`src/rtl/acc_defs.svh`:
```
`ifndef ACC_DEFS_SVH
`define ACC_DEFS_SVH

// ----------------------------------------------------------------------------
// Register offsets
// ----------------------------------------------------------------------------
`define ACC_OFS_BUS_ADDR 8'hA2
`define ACC_OFS_VID_ADDR 8'hA3
`define ACC_OFS_OUT_TRIM 8'hA4
`define ACC_OFS_IN_TRIM 8'hA5

// ----------------------------------------------------------------------------
// Field positions and widths
// ----------------------------------------------------------------------------
`define ACC_BUS_ADDR_MSB 6
`define ACC_RESV_BIT 7
`define ACC_VID_ADDR_MSB 3
`define ACC_GAIN_MSB 7
`define ACC_GAIN_LSB 4
`define ACC_OFS_MSB 3
`define ACC_RW_BIT 0
`define ACC_BITS_PER_BYTE 4'h8

// ----------------------------------------------------------------------------
// Reset values and codes
// ----------------------------------------------------------------------------
`define ACC_RST_BYTE 8'h00
`define ACC_RST_ADDR 7'h00
`define ACC_RST_NIBBLE 4'h0
`define ACC_VID_ADDR_MAX 4'hD
`define ACC_GAIN_ZERO_CODE 5'h07
`define ACC_OFS_ZERO_CODE 5'h08
`define ACC_GAIN_RECIP 9'h052
`define ACC_GAIN_SHIFT 14

`endif

```
`src/rtl/acc_pkg.sv`:
```
package acc_pkg;

    typedef enum logic [2:0] {
        ACC_IDLE,
        ACC_RX_ADDR,
        ACC_RX_CMD,
        ACC_RX_DATA,
        ACC_ACK,
        ACC_TX_DATA,
        ACC_TX_ACK,
        ACC_IGNORE
    } acc_i2c_state_e;

    typedef struct packed {
        acc_i2c_state_e st;
        acc_i2c_state_e after;
        logic loaded;
        logic scl;
        logic sda;
        logic [7:0] sh;
        logic [3:0] cnt;
        logic [7:0] ptr;
        logic sda_oe;
        logic [6:0] resp_addr;
        logic [6:0] bus_addr;
        logic [3:0] vid_addr;
        logic vid_valid;
        logic [7:0] out_trim;
        logic [7:0] in_trim;
    } acc_regs_s;

endpackage : acc_pkg

```
`src/rtl/acc_address_current_cal.sv`:
```
`timescale 1ns/10ps
`default_nettype none
`include "acc_defs.svh"

module acc_address_current_cal #(
    parameter int READ_W = 12,
    parameter int OFS_STEP = 4
) (
    // Clock and reset
    input wire logic sys_clk_i,
    input wire logic rst_n_i,
    // Management bus pins
    input wire logic scl_i,
    input wire logic sda_i,
    output logic sda_o,
    output logic sda_oe_o,
    // Address strap and stored settings
    input wire logic [6:0] addr_strap_i,
    input wire logic address_override_bit_i,
    input wire logic [6:0] nvm_bus_address_i,
    input wire logic [3:0] nvm_vid_link_address_i,
    input wire logic [7:0] nvm_output_current_trim_i,
    input wire logic [7:0] nvm_input_current_trim_i,
    // Telemetry
    input wire logic [READ_W-1:0] output_current_raw_i,
    input wire logic [READ_W-1:0] input_current_raw_i,
    output logic [READ_W-1:0] output_current_reading_o,
    output logic [READ_W-1:0] input_current_reading_o,
    // Register contents
    output logic [6:0] responding_address_o,
    output logic [6:0] bus_address_o,
    output logic [3:0] vid_link_address_field_o,
    output logic vid_link_address_valid_o,
    output logic [7:0] output_current_trim_o,
    output logic [7:0] input_current_trim_o
);

    acc_pkg::acc_regs_s q;
    acc_pkg::acc_regs_s n;
    logic start;
    logic stop;
    logic rise;
    logic fall;
    logic last_bit;
    logic mapped;
    logic [7:0] rdata;

    // ------------------------------------------------------------------------
    // Read mux
    // ------------------------------------------------------------------------
    always_comb begin
        mapped = 1'b1;
        case (q.ptr)
            `ACC_OFS_BUS_ADDR: rdata = {1'b0, q.bus_addr};
            `ACC_OFS_VID_ADDR: rdata = {`ACC_RST_NIBBLE, q.vid_addr};
            `ACC_OFS_OUT_TRIM: rdata = q.out_trim;
            `ACC_OFS_IN_TRIM: rdata = q.in_trim;
            default: begin
                rdata = `ACC_RST_BYTE;
                mapped = 1'b0;
            end
        endcase
    end

    // ------------------------------------------------------------------------
    // Bus slave and register file
    // ------------------------------------------------------------------------
    always_comb begin
        n = q;
        n.scl = scl_i;
        n.sda = sda_i;
        start = q.scl && scl_i && q.sda && !sda_i;
        stop = q.scl && scl_i && !q.sda && sda_i;
        rise = scl_i && !q.scl;
        fall = !scl_i && q.scl;
        last_bit = q.cnt == `ACC_BITS_PER_BYTE;
        if (!q.loaded) begin
            // Stored settings arrive as levels; they are caught once after reset.
            n.loaded = 1'b1;
            n.resp_addr = address_override_bit_i ? nvm_bus_address_i : addr_strap_i;
            n.bus_addr = address_override_bit_i ? nvm_bus_address_i : addr_strap_i;
            n.vid_addr = nvm_vid_link_address_i;
            n.vid_valid = nvm_vid_link_address_i <= `ACC_VID_ADDR_MAX;
            n.out_trim = nvm_output_current_trim_i;
            n.in_trim = nvm_input_current_trim_i;
        end else if (stop) begin
            n.st = acc_pkg::ACC_IDLE;
            n.sda_oe = 1'b0;
        end else if (start) begin
            n.st = acc_pkg::ACC_RX_ADDR;
            n.cnt = 4'h0;
            n.sda_oe = 1'b0;
        end else begin
            case (q.st)
                acc_pkg::ACC_RX_ADDR, acc_pkg::ACC_RX_CMD, acc_pkg::ACC_RX_DATA: begin
                    if (rise) begin
                        n.sh = {q.sh[6:0], sda_i};
                        n.cnt = 4'(q.cnt + 4'h1);
                    end else if (fall && last_bit) begin
                        n.st = acc_pkg::ACC_IDLE;
                        if (q.st == acc_pkg::ACC_RX_ADDR) begin
                            // Only the address latched at start-up is answered.
                            if (q.sh[7:1] == q.resp_addr) begin
                                n.sda_oe = 1'b1;
                                n.st = acc_pkg::ACC_ACK;
                                n.after = q.sh[`ACC_RW_BIT] ? acc_pkg::ACC_TX_DATA
                                                            : acc_pkg::ACC_RX_CMD;
                            end
                        end else if (q.st == acc_pkg::ACC_RX_CMD) begin
                            n.ptr = q.sh;
                            if (q.sh >= `ACC_OFS_BUS_ADDR && q.sh <= `ACC_OFS_IN_TRIM) begin
                                n.sda_oe = 1'b1;
                                n.st = acc_pkg::ACC_ACK;
                                n.after = acc_pkg::ACC_RX_DATA;
                            end
                        end else begin
                            n.sda_oe = mapped;
                            n.st = mapped ? acc_pkg::ACC_ACK : acc_pkg::ACC_IGNORE;
                            n.after = acc_pkg::ACC_IGNORE;
                            case (q.ptr)
                                `ACC_OFS_BUS_ADDR: n.bus_addr = q.sh[`ACC_BUS_ADDR_MSB:0];
                                `ACC_OFS_VID_ADDR: begin
                                    n.vid_addr = q.sh[`ACC_VID_ADDR_MSB:0];
                                    n.vid_valid = q.sh[`ACC_VID_ADDR_MSB:0]
                                        <= `ACC_VID_ADDR_MAX;
                                end
                                `ACC_OFS_OUT_TRIM: n.out_trim = q.sh;
                                `ACC_OFS_IN_TRIM: n.in_trim = q.sh;
                                default: n.sda_oe = 1'b0;
                            endcase
                        end
                    end
                end
                acc_pkg::ACC_ACK: begin
                    if (fall) begin
                        n.cnt = 4'h0;
                        n.st = q.after;
                        n.sda_oe = 1'b0;
                        if (q.after == acc_pkg::ACC_TX_DATA) begin
                            n.sh = rdata;
                            n.sda_oe = !rdata[7];
                        end
                    end
                end
                acc_pkg::ACC_TX_DATA: begin
                    if (rise) begin
                        n.cnt = 4'(q.cnt + 4'h1);
                    end else if (fall && last_bit) begin
                        n.sda_oe = 1'b0;
                        n.st = acc_pkg::ACC_TX_ACK;
                    end else if (fall) begin
                        n.sh = {q.sh[6:0], 1'b0};
                        n.sda_oe = !q.sh[6];
                    end
                end
                acc_pkg::ACC_TX_ACK: begin
                    if (rise) begin
                        n.st = acc_pkg::ACC_IGNORE;
                    end
                end
                acc_pkg::ACC_IDLE, acc_pkg::ACC_IGNORE: begin
                    n.sda_oe = 1'b0;
                end
                default: begin
                    n.st = acc_pkg::ACC_IDLE;
                    n.sda_oe = 1'b0;
                end
            endcase
        end
    end

    always_ff @(posedge sys_clk_i or negedge rst_n_i) begin
        if (!rst_n_i) begin
            q <= '{st: acc_pkg::ACC_IDLE, after: acc_pkg::ACC_IDLE, scl: 1'b1, sda: 1'b1,
                   default: '0};
        end else begin
            q <= n;
        end
    end

    // ------------------------------------------------------------------------
    // Telemetry trim
    // ------------------------------------------------------------------------
    acc_trim_calc #(
        .READ_W(READ_W),
        .OFS_STEP(OFS_STEP)
    ) u_out_trim (
        .sys_clk_i(sys_clk_i),
        .rst_n_i(rst_n_i),
        .raw_i(output_current_raw_i),
        .trim_i(q.out_trim),
        .reading_o(output_current_reading_o)
    );

    acc_trim_calc #(
        .READ_W(READ_W),
        .OFS_STEP(OFS_STEP)
    ) u_in_trim (
        .sys_clk_i(sys_clk_i),
        .rst_n_i(rst_n_i),
        .raw_i(input_current_raw_i),
        .trim_i(q.in_trim),
        .reading_o(input_current_reading_o)
    );

    // The pin is open drain; only the enable ever changes.
    assign sda_o = 1'b0;
    assign sda_oe_o = q.sda_oe;
    assign responding_address_o = q.resp_addr;
    assign bus_address_o = q.bus_addr;
    assign vid_link_address_field_o = q.vid_addr;
    assign vid_link_address_valid_o = q.vid_valid;
    assign output_current_trim_o = q.out_trim;
    assign input_current_trim_o = q.in_trim;

    // ------------------------------------------------------------------------
    // Checks
    // ------------------------------------------------------------------------
    AST_RESP_ADDR_HELD: assert property (@(posedge sys_clk_i) disable iff (!rst_n_i)
        q.loaded |=> $stable(q.resp_addr))
        else $error("Responding address changed after start-up.");

    AST_ADDR_SOURCE: assert property (@(posedge sys_clk_i) disable iff (!rst_n_i)
        $rose(q.loaded) |-> q.resp_addr == ($past(address_override_bit_i)
            ? $past(nvm_bus_address_i) : $past(addr_strap_i)))
        else $error("Start-up address taken from the wrong source.");

    AST_RESV_ZERO: assert property (@(posedge sys_clk_i) disable iff (!rst_n_i)
        (q.st == acc_pkg::ACC_ACK && fall && q.after == acc_pkg::ACC_TX_DATA
            && q.ptr == `ACC_OFS_BUS_ADDR) |=> !q.sh[`ACC_RESV_BIT])
        else $error("Reserved address bit read as one.");

    AST_VID_UPPER_ZERO: assert property (@(posedge sys_clk_i) disable iff (!rst_n_i)
        (q.st == acc_pkg::ACC_ACK && fall && q.after == acc_pkg::ACC_TX_DATA
            && q.ptr == `ACC_OFS_VID_ADDR) |=> q.sh[7:4] == 4'h0)
        else $error("Unused link address bits read as nonzero.");

    AST_VID_VALID: assert property (@(posedge sys_clk_i) disable iff (!rst_n_i)
        q.loaded |-> q.vid_valid == (q.vid_addr <= `ACC_VID_ADDR_MAX))
        else $error("Link address validity disagrees with the code.");

    AST_VID_IMMEDIATE: assert property (@(posedge sys_clk_i) disable iff (!rst_n_i)
        (q.loaded && q.st == acc_pkg::ACC_RX_DATA && fall && last_bit && !start && !stop
            && q.ptr == `ACC_OFS_VID_ADDR) |=> q.vid_addr == $past(q.sh[3:0]))
        else $error("Link address write did not act at once.");

    AST_TRIM_IMMEDIATE: assert property (@(posedge sys_clk_i) disable iff (!rst_n_i)
        (q.loaded && q.st == acc_pkg::ACC_RX_DATA && fall && last_bit && !start && !stop
            && q.ptr == `ACC_OFS_OUT_TRIM) |=> q.out_trim == $past(q.sh))
        else $error("Output trim write did not act at once.");

    AST_SINGLE_BYTE: assert property (@(posedge sys_clk_i) disable iff (!rst_n_i)
        (q.st == acc_pkg::ACC_IGNORE && !start && !stop) |=> q.st == acc_pkg::ACC_IGNORE
            && !q.sda_oe)
        else $error("A second byte was taken in one transaction.");

endmodule : acc_address_current_cal
`default_nettype wire

```
`src/rtl/acc_trim_calc.sv`:
```
`timescale 1ns/10ps
`default_nettype none
`include "acc_defs.svh"

module acc_trim_calc #(
    parameter int READ_W = 12,
    parameter int OFS_STEP = 4
) (
    // Clock and reset
    input wire logic sys_clk_i,
    input wire logic rst_n_i,
    // Raw reading and trim byte
    input wire logic [READ_W-1:0] raw_i,
    input wire logic [7:0] trim_i,
    // Trimmed reading
    output logic [READ_W-1:0] reading_o
);

    typedef struct packed {
        logic [READ_W-1:0] reading;
    } acc_trim_s;

    acc_trim_s q;
    acc_trim_s n;
    logic signed [READ_W:0] raw_s;
    logic signed [4:0] gain_s;
    logic signed [4:0] ofs_s;
    logic signed [READ_W+13:0] prod;
    logic signed [READ_W+13:0] gadj;

    // The gain is a fixed reciprocal multiply; a divider would cost far more area.
    always_comb begin
        n = q;
        raw_s = $signed({1'b0, raw_i});
        gain_s = $signed({1'b0, trim_i[`ACC_GAIN_MSB:`ACC_GAIN_LSB]})
            - $signed(`ACC_GAIN_ZERO_CODE);
        ofs_s = $signed({1'b0, trim_i[`ACC_OFS_MSB:0]}) - $signed(`ACC_OFS_ZERO_CODE);
        prod = raw_s * gain_s * $signed(`ACC_GAIN_RECIP);
        gadj = prod >>> `ACC_GAIN_SHIFT;
        // No clamp: a negative sum wraps down from the top of the range.
        n.reading = raw_i + gadj[READ_W-1:0] + READ_W'(ofs_s * OFS_STEP);
    end

    always_ff @(posedge sys_clk_i or negedge rst_n_i) begin
        if (!rst_n_i) begin
            q <= '0;
        end else begin
            q <= n;
        end
    end

    assign reading_o = q.reading;

    AST_NEUTRAL_TRIM: assert property (@(posedge sys_clk_i) disable iff (!rst_n_i)
        trim_i == 8'h78 |=> reading_o == $past(raw_i))
        else $error("Neutral trim does not pass the raw reading.");

    AST_OFS_WRAP: assert property (@(posedge sys_clk_i) disable iff (!rst_n_i)
        (trim_i == 8'h70 && raw_i == '0) |=> reading_o == READ_W'(-8 * OFS_STEP))
        else $error("Negative offset did not wrap from the top.");

    AST_GAIN_UP: assert property (@(posedge sys_clk_i) disable iff (!rst_n_i)
        (trim_i == 8'hF8) |=> reading_o >= $past(raw_i) || reading_o < 12'h001)
        else $error("Top gain code lowered the reading.");

endmodule : acc_trim_calc
`default_nettype wire

```
`config.mk`:
```
export PLATFORM = sky130hd
export DESIGN_NAME = acc_address_current_cal
export DESIGN_NICKNAME = d
export VERILOG_FILES = /design/src/rtl/acc_pkg.sv /design/src/rtl/acc_address_current_cal.sv /design/src/rtl/acc_trim_calc.sv
export VERILOG_INCLUDE_DIRS = /design/src /design/src/rtl
export SDC_FILE = /design/constraint.sdc
export NUM_CORES = 1
export LEC_CHECK = 0
export BUFFER_PORTS_ARGS = -buffer_cell sky130_fd_sc_hd__buf_2
export CAP_MARGIN = 40
export CORE_AREA = 2 2 181 138
export CTS_CLUSTER_SIZE = 24
export DETAILED_ROUTE_END_ITERATION = 10
export DIE_AREA = 0 0 183 140
export HOLD_SLACK_MARGIN = 0.08
export PLACE_DENSITY = 0.74
export SYNTH_ARGS = -nofsm -noshare
export SYNTH_HDL_FRONTEND = slang
export SYNTH_SLANG_ARGS = --single-unit
```
`constraint.sdc`:
```
create_clock -name sys_clk_i -period 14.26 [get_ports sys_clk_i]
set_input_delay 0 -clock sys_clk_i [delete_from_list [all_inputs] [get_ports sys_clk_i]]
set_output_delay 0 -clock sys_clk_i [all_outputs]
set_load 0.005 [all_outputs]
```
==> run summary <==
The run finished with clean final reports. By area the synthesized netlist is led by ha_1 (20%), fa_1 (18%), dfrtp_1 (17%). The number of hold-slack violations in the final timing report came out at 0. The critical path ends at u_in_trim.reading_o[11].

In this run, the number of DRC markers left after iteration 0 of detailed routing was 705. The die covers 0.02562 mm2. For the critical path required time, the log shows 14.54 ns. The maximum count of clock buffers along a single path was 2; the slew at the pin closest to its max-slew limit was 0.8465 ns. Setup violations remaining at the end of the flow were counted as 0. The top cell type by total area after synthesis was ha_1. Number of vias per cell after detailed routing: 5.420.

The die is 140 um tall. The post-route fraction of the period consumed by the critical path was 0.7525; the post-CTS setup repair buffer count was 0. In the final routed layout, each cell accounts on average for 16.48 um.

For the number of global-route vias before repair, the log shows 10060. The remaining max-slew budget at the tightest pin was 0.4316; the clock insertion delay at the later pin of the skew report was 0.36 ns. The first global-routing pass estimated 50.28 mm of wire. The logs give 0.2445 for the global-route usage over all layers and 0.1724 for the sequential element share of the synthesized area. Entering global routing, the biggest net connects 70 pins.

For the final core utilization, the log shows 0.5997. Summed over all layers, the global routing overflow is 0. Data arrives at the worst endpoint at 11.01 ns.

The critical path in this run is classified as flip-flop to flip-flop. The startpoint of the most critical register-to-register path was input_current_trim_o[4]. During synthesis, Yosys emitted a total of 0 warnings.

The HPWL after detailed placement is 25.05 mm. The final clock skew was 0.02226 ns; the delay of the slowest critical-path stage was 0.77 ns. The count of buffers added on input and output ports is 122.

The worst setup path is captured at a flip-flop. At the placement stage, the worst setup path has a slack of 3.593 ns. The run gives 124 as the I/O pin count. The library cell used as clock root buffer was clkbuf_16. Counting cells, the worst reg-to-reg path comes to 38. The flip-flop cell with the highest count after synthesis was dfrtp_1. Summing over every cut layer, the via total after detailed routing is 10090. The startpoint of the most critical setup path was input_current_trim_o[4]. The initial core utilization was 0.5438; the area of the mapped netlist was 0.01294 mm2.

The area of the core was 0.02379 mm2; the time the final worst path needs with I/O delays and setup was 10.73 ns. The synthesized design contains 0 enable-type register cells. Of all nets on the critical path, the largest fanout is 17.

After filler insertion, the fill cell instance count of the layout stands at 2038. Row generation in the floorplan step produced 49 rows. Counting buffers and inverters, the worst setup path is 38 cells deep. The residual antenna-violating net count after detailed routing was 0; the share of async-settable or async-resettable flops after synthesis was 1.000. The number of violations of the max-capacitance limit was 0. The start point of the worst hold path is addr_strap_i[4].

The DRC violation count after routing is 0, and the synthesized net count is 1832. In this run, synthesis produced a sequential element count of 89. For the highest achievable clock rate, the log shows 93.19 MHz. The area share of the leading cell type in the synthesized netlist was 0.2002. The number of resized instances in the post-cts repair step was 0; the clock-pin transition on the worst setup and hold timing paths was 0.07 ns. Least setup slack across all paths after layout: 3.530 ns. In this design, the critical path's most frequently occurring cell is ha_1. The final wirelength was 30.68 mm; the final weighted congestion in routability-driven placement was 0.9062. The share of post-route cells with drive strength above 1 was 0.1132; the register-to-register setup slack was 3.53 ns. The number of buffers and inverters on the critical path is 4. The tools report the sum of negative setup slack as 0 ns.

The path class of the tightest hold or removal check is input pin to flip-flop. The area growth from synthesis to layout works out to 10.28%. The cell with the largest stage delay on the worst path is dfrtp_1.

Broken down by cell family, the worst path's largest delay share belongs to adder cells. The average instance in the mapped netlist occupies 8.946 um2. Counting the buffers created by CTS gives 9. Setup repair after global routing left no endpoint under its margin.

The netlist uses 66 different library cells. TritonCTS built the clock tree. Counting every instance in the synthesized netlist gives 1446. The floorplan step set the die width to 183 um. The final number of max-transition violations came out at 0. The number of detailed-route iterations in the first pass came out at 5. Initial antenna violation count: 1. For the number of sinks handled by clock tree synthesis, the log shows 89. The tools report the number of H-tree levels as 3. The endpoint identified for the worst register-to-register timing path is u_in_trim.reading_o[11]. Startpoint type of the worst setup path: a flip-flop. At the end of the flow, the number of nets in the layout was 1936.
==> how the worst min path moves through the flow <==
stage	end	slack [ns]	cells after the start
after floorplan	bus_address_o[0]	-0.30	0
after global placement	vid_link_address_valid_o	-0.15	1
after detailed placement	vid_link_address_valid_o	-0.15	1
after CTS	responding_address_o[4]	0.09	4
after global routing	responding_address_o[2]	0.10	4
final	responding_address_o[4]	0.1	4
==> tightest hold or removal path, stage by stage <==
cell and delay (ns):
buf_2 0.08, nor2b_1 0.11, a211oi_1 0.08, a21oi_1 0.12
==> routing by layer <==
layer	global-route usage	wire length [um]	up-vias
li1	-	-	4900
met2	0.3894	13630	333
met1	0.3497	14650	4817
met5	0	0	-
met4	0.05895	613	0
met3	0.03978	1788	42
==> cells in the final DEF, fill, tap and decap left out, types with 9 or more instances in the layout <==
master and n:
inv_1 278, ha_1 207, buf_2 121, fa_1 116, a21oi_1 100, nor2_1 99, dfrtp_1 86, and2_1 63
xnor2_1 53, nand2_1 45, dlygate4sd3_1 36, xor2_1 32, o21ai_0 25, a21o_1 25, mux2i_1 23, nor2b_1 21
nor3_1 18, mux2_2 17, nand2b_1 14, o21bai_1 14, nand3_1 13, o21a_1 11, and3_1 11, a211oi_1 9
clkbuf_16 9
==> state kept, by name, indices dropped and copies added, names as in the netlist <==
signal,cells
output_current_trim_o,8
input_current_trim_o,8
sda_oe_o,1
vid_link_address_valid_o,1
responding_address_o,7
u_out_trim.reading_o,12
u_in_trim.reading_o,12
q,29
bus_address_o,7
vid_link_address_field_o,4
==> stage by stage <==
| step | hold WS [ns] | cell area [um2] | std cells |
|---|---|---|---|
| 6_report | 0.09757 | 14270 | 1862 |
| 3_5_place_dp | -0.1506 | 13590 | 1809 |
| 3_3_place_gp | -0.1539 | 13560 | 1807 |
| 4_1_cts | 0.08856 | 14260 | 1861 |
| 5_1_grt | 0.1031 | 14270 | 1862 |
| 2_1_floorplan | -0.2956 | 12940 | 1446 |
==> synth_stat cells (3+ instances only) <==
cell / number
fa_1: 116
a221o_1: 3
nor2b_1: 21
inv_1: 278
a21o_1: 25
a2111o_1: 3
o22ai_1: 5
o21a_1: 11
and4_1: 4
nand3_1: 13
a21oi_1: 100
o21ai_0: 25
nand4_1: 3
nand2_1: 45
a311oi_1: 4
or2_2: 5
a211oi_1: 9
and3_1: 11
nor3_1: 18
nor2_1: 99
a21oi_2: 3
a211o_1: 3
xor2_1: 32
o21ai_1: 6
dfrtp_1: 87
xnor2_1: 53
and2_1: 63
mux2_2: 17
or3_1: 3
mux2i_1: 23
buf_4: 35
nand2b_1: 14
a22oi_1: 7
o21bai_1: 14
clkbuf_1: 32
ha_1: 207
a31oi_1: 7
==> logic make-up (layout without fill, tap and decap cells) <==
family | Yosys count | in the layout | synth area share
buffers and inverters | 349 | 458 | 0.1115
adder cells (fa/ha/maj) | 323 | 323 | 0.3797
other | 2 | 3 | 0.0005805
AO/OA/AOI/OAI | 248 | 248 | 0.1227
XOR/XNOR | 86 | 86 | 0.05929
flip-flops | 89 | 89 | 0.1724
AND/OR/NAND/NOR | 309 | 309 | 0.1212
multiplexers | 40 | 40 | 0.03259
==> layout make-up <==
type                            instances  area [um2]  share of cell area
Tap cell                              306       382.9             0.02684
Sequential cell                        89        2231              0.1564
Timing Repair Buffer                  163        1023             0.07174
Antenna cell                            1       2.502           0.0001754
Clock buffer                           11       252.7             0.01772
Multi-Input combinational cell       1008        9264              0.6494
Inverter                              279        1047             0.07341
Clock inverter                          5       62.56            0.004385
==> repair_timing <==
item | CTS | global route
hold endpoints to repair | 84 | 0
hold buffers | 36 | 0
endpoints found under the setup margin | 0 | 0
Power is not shown: default switching activity piles up to over one toggle a cycle in this logic, so the estimate is an artifact.
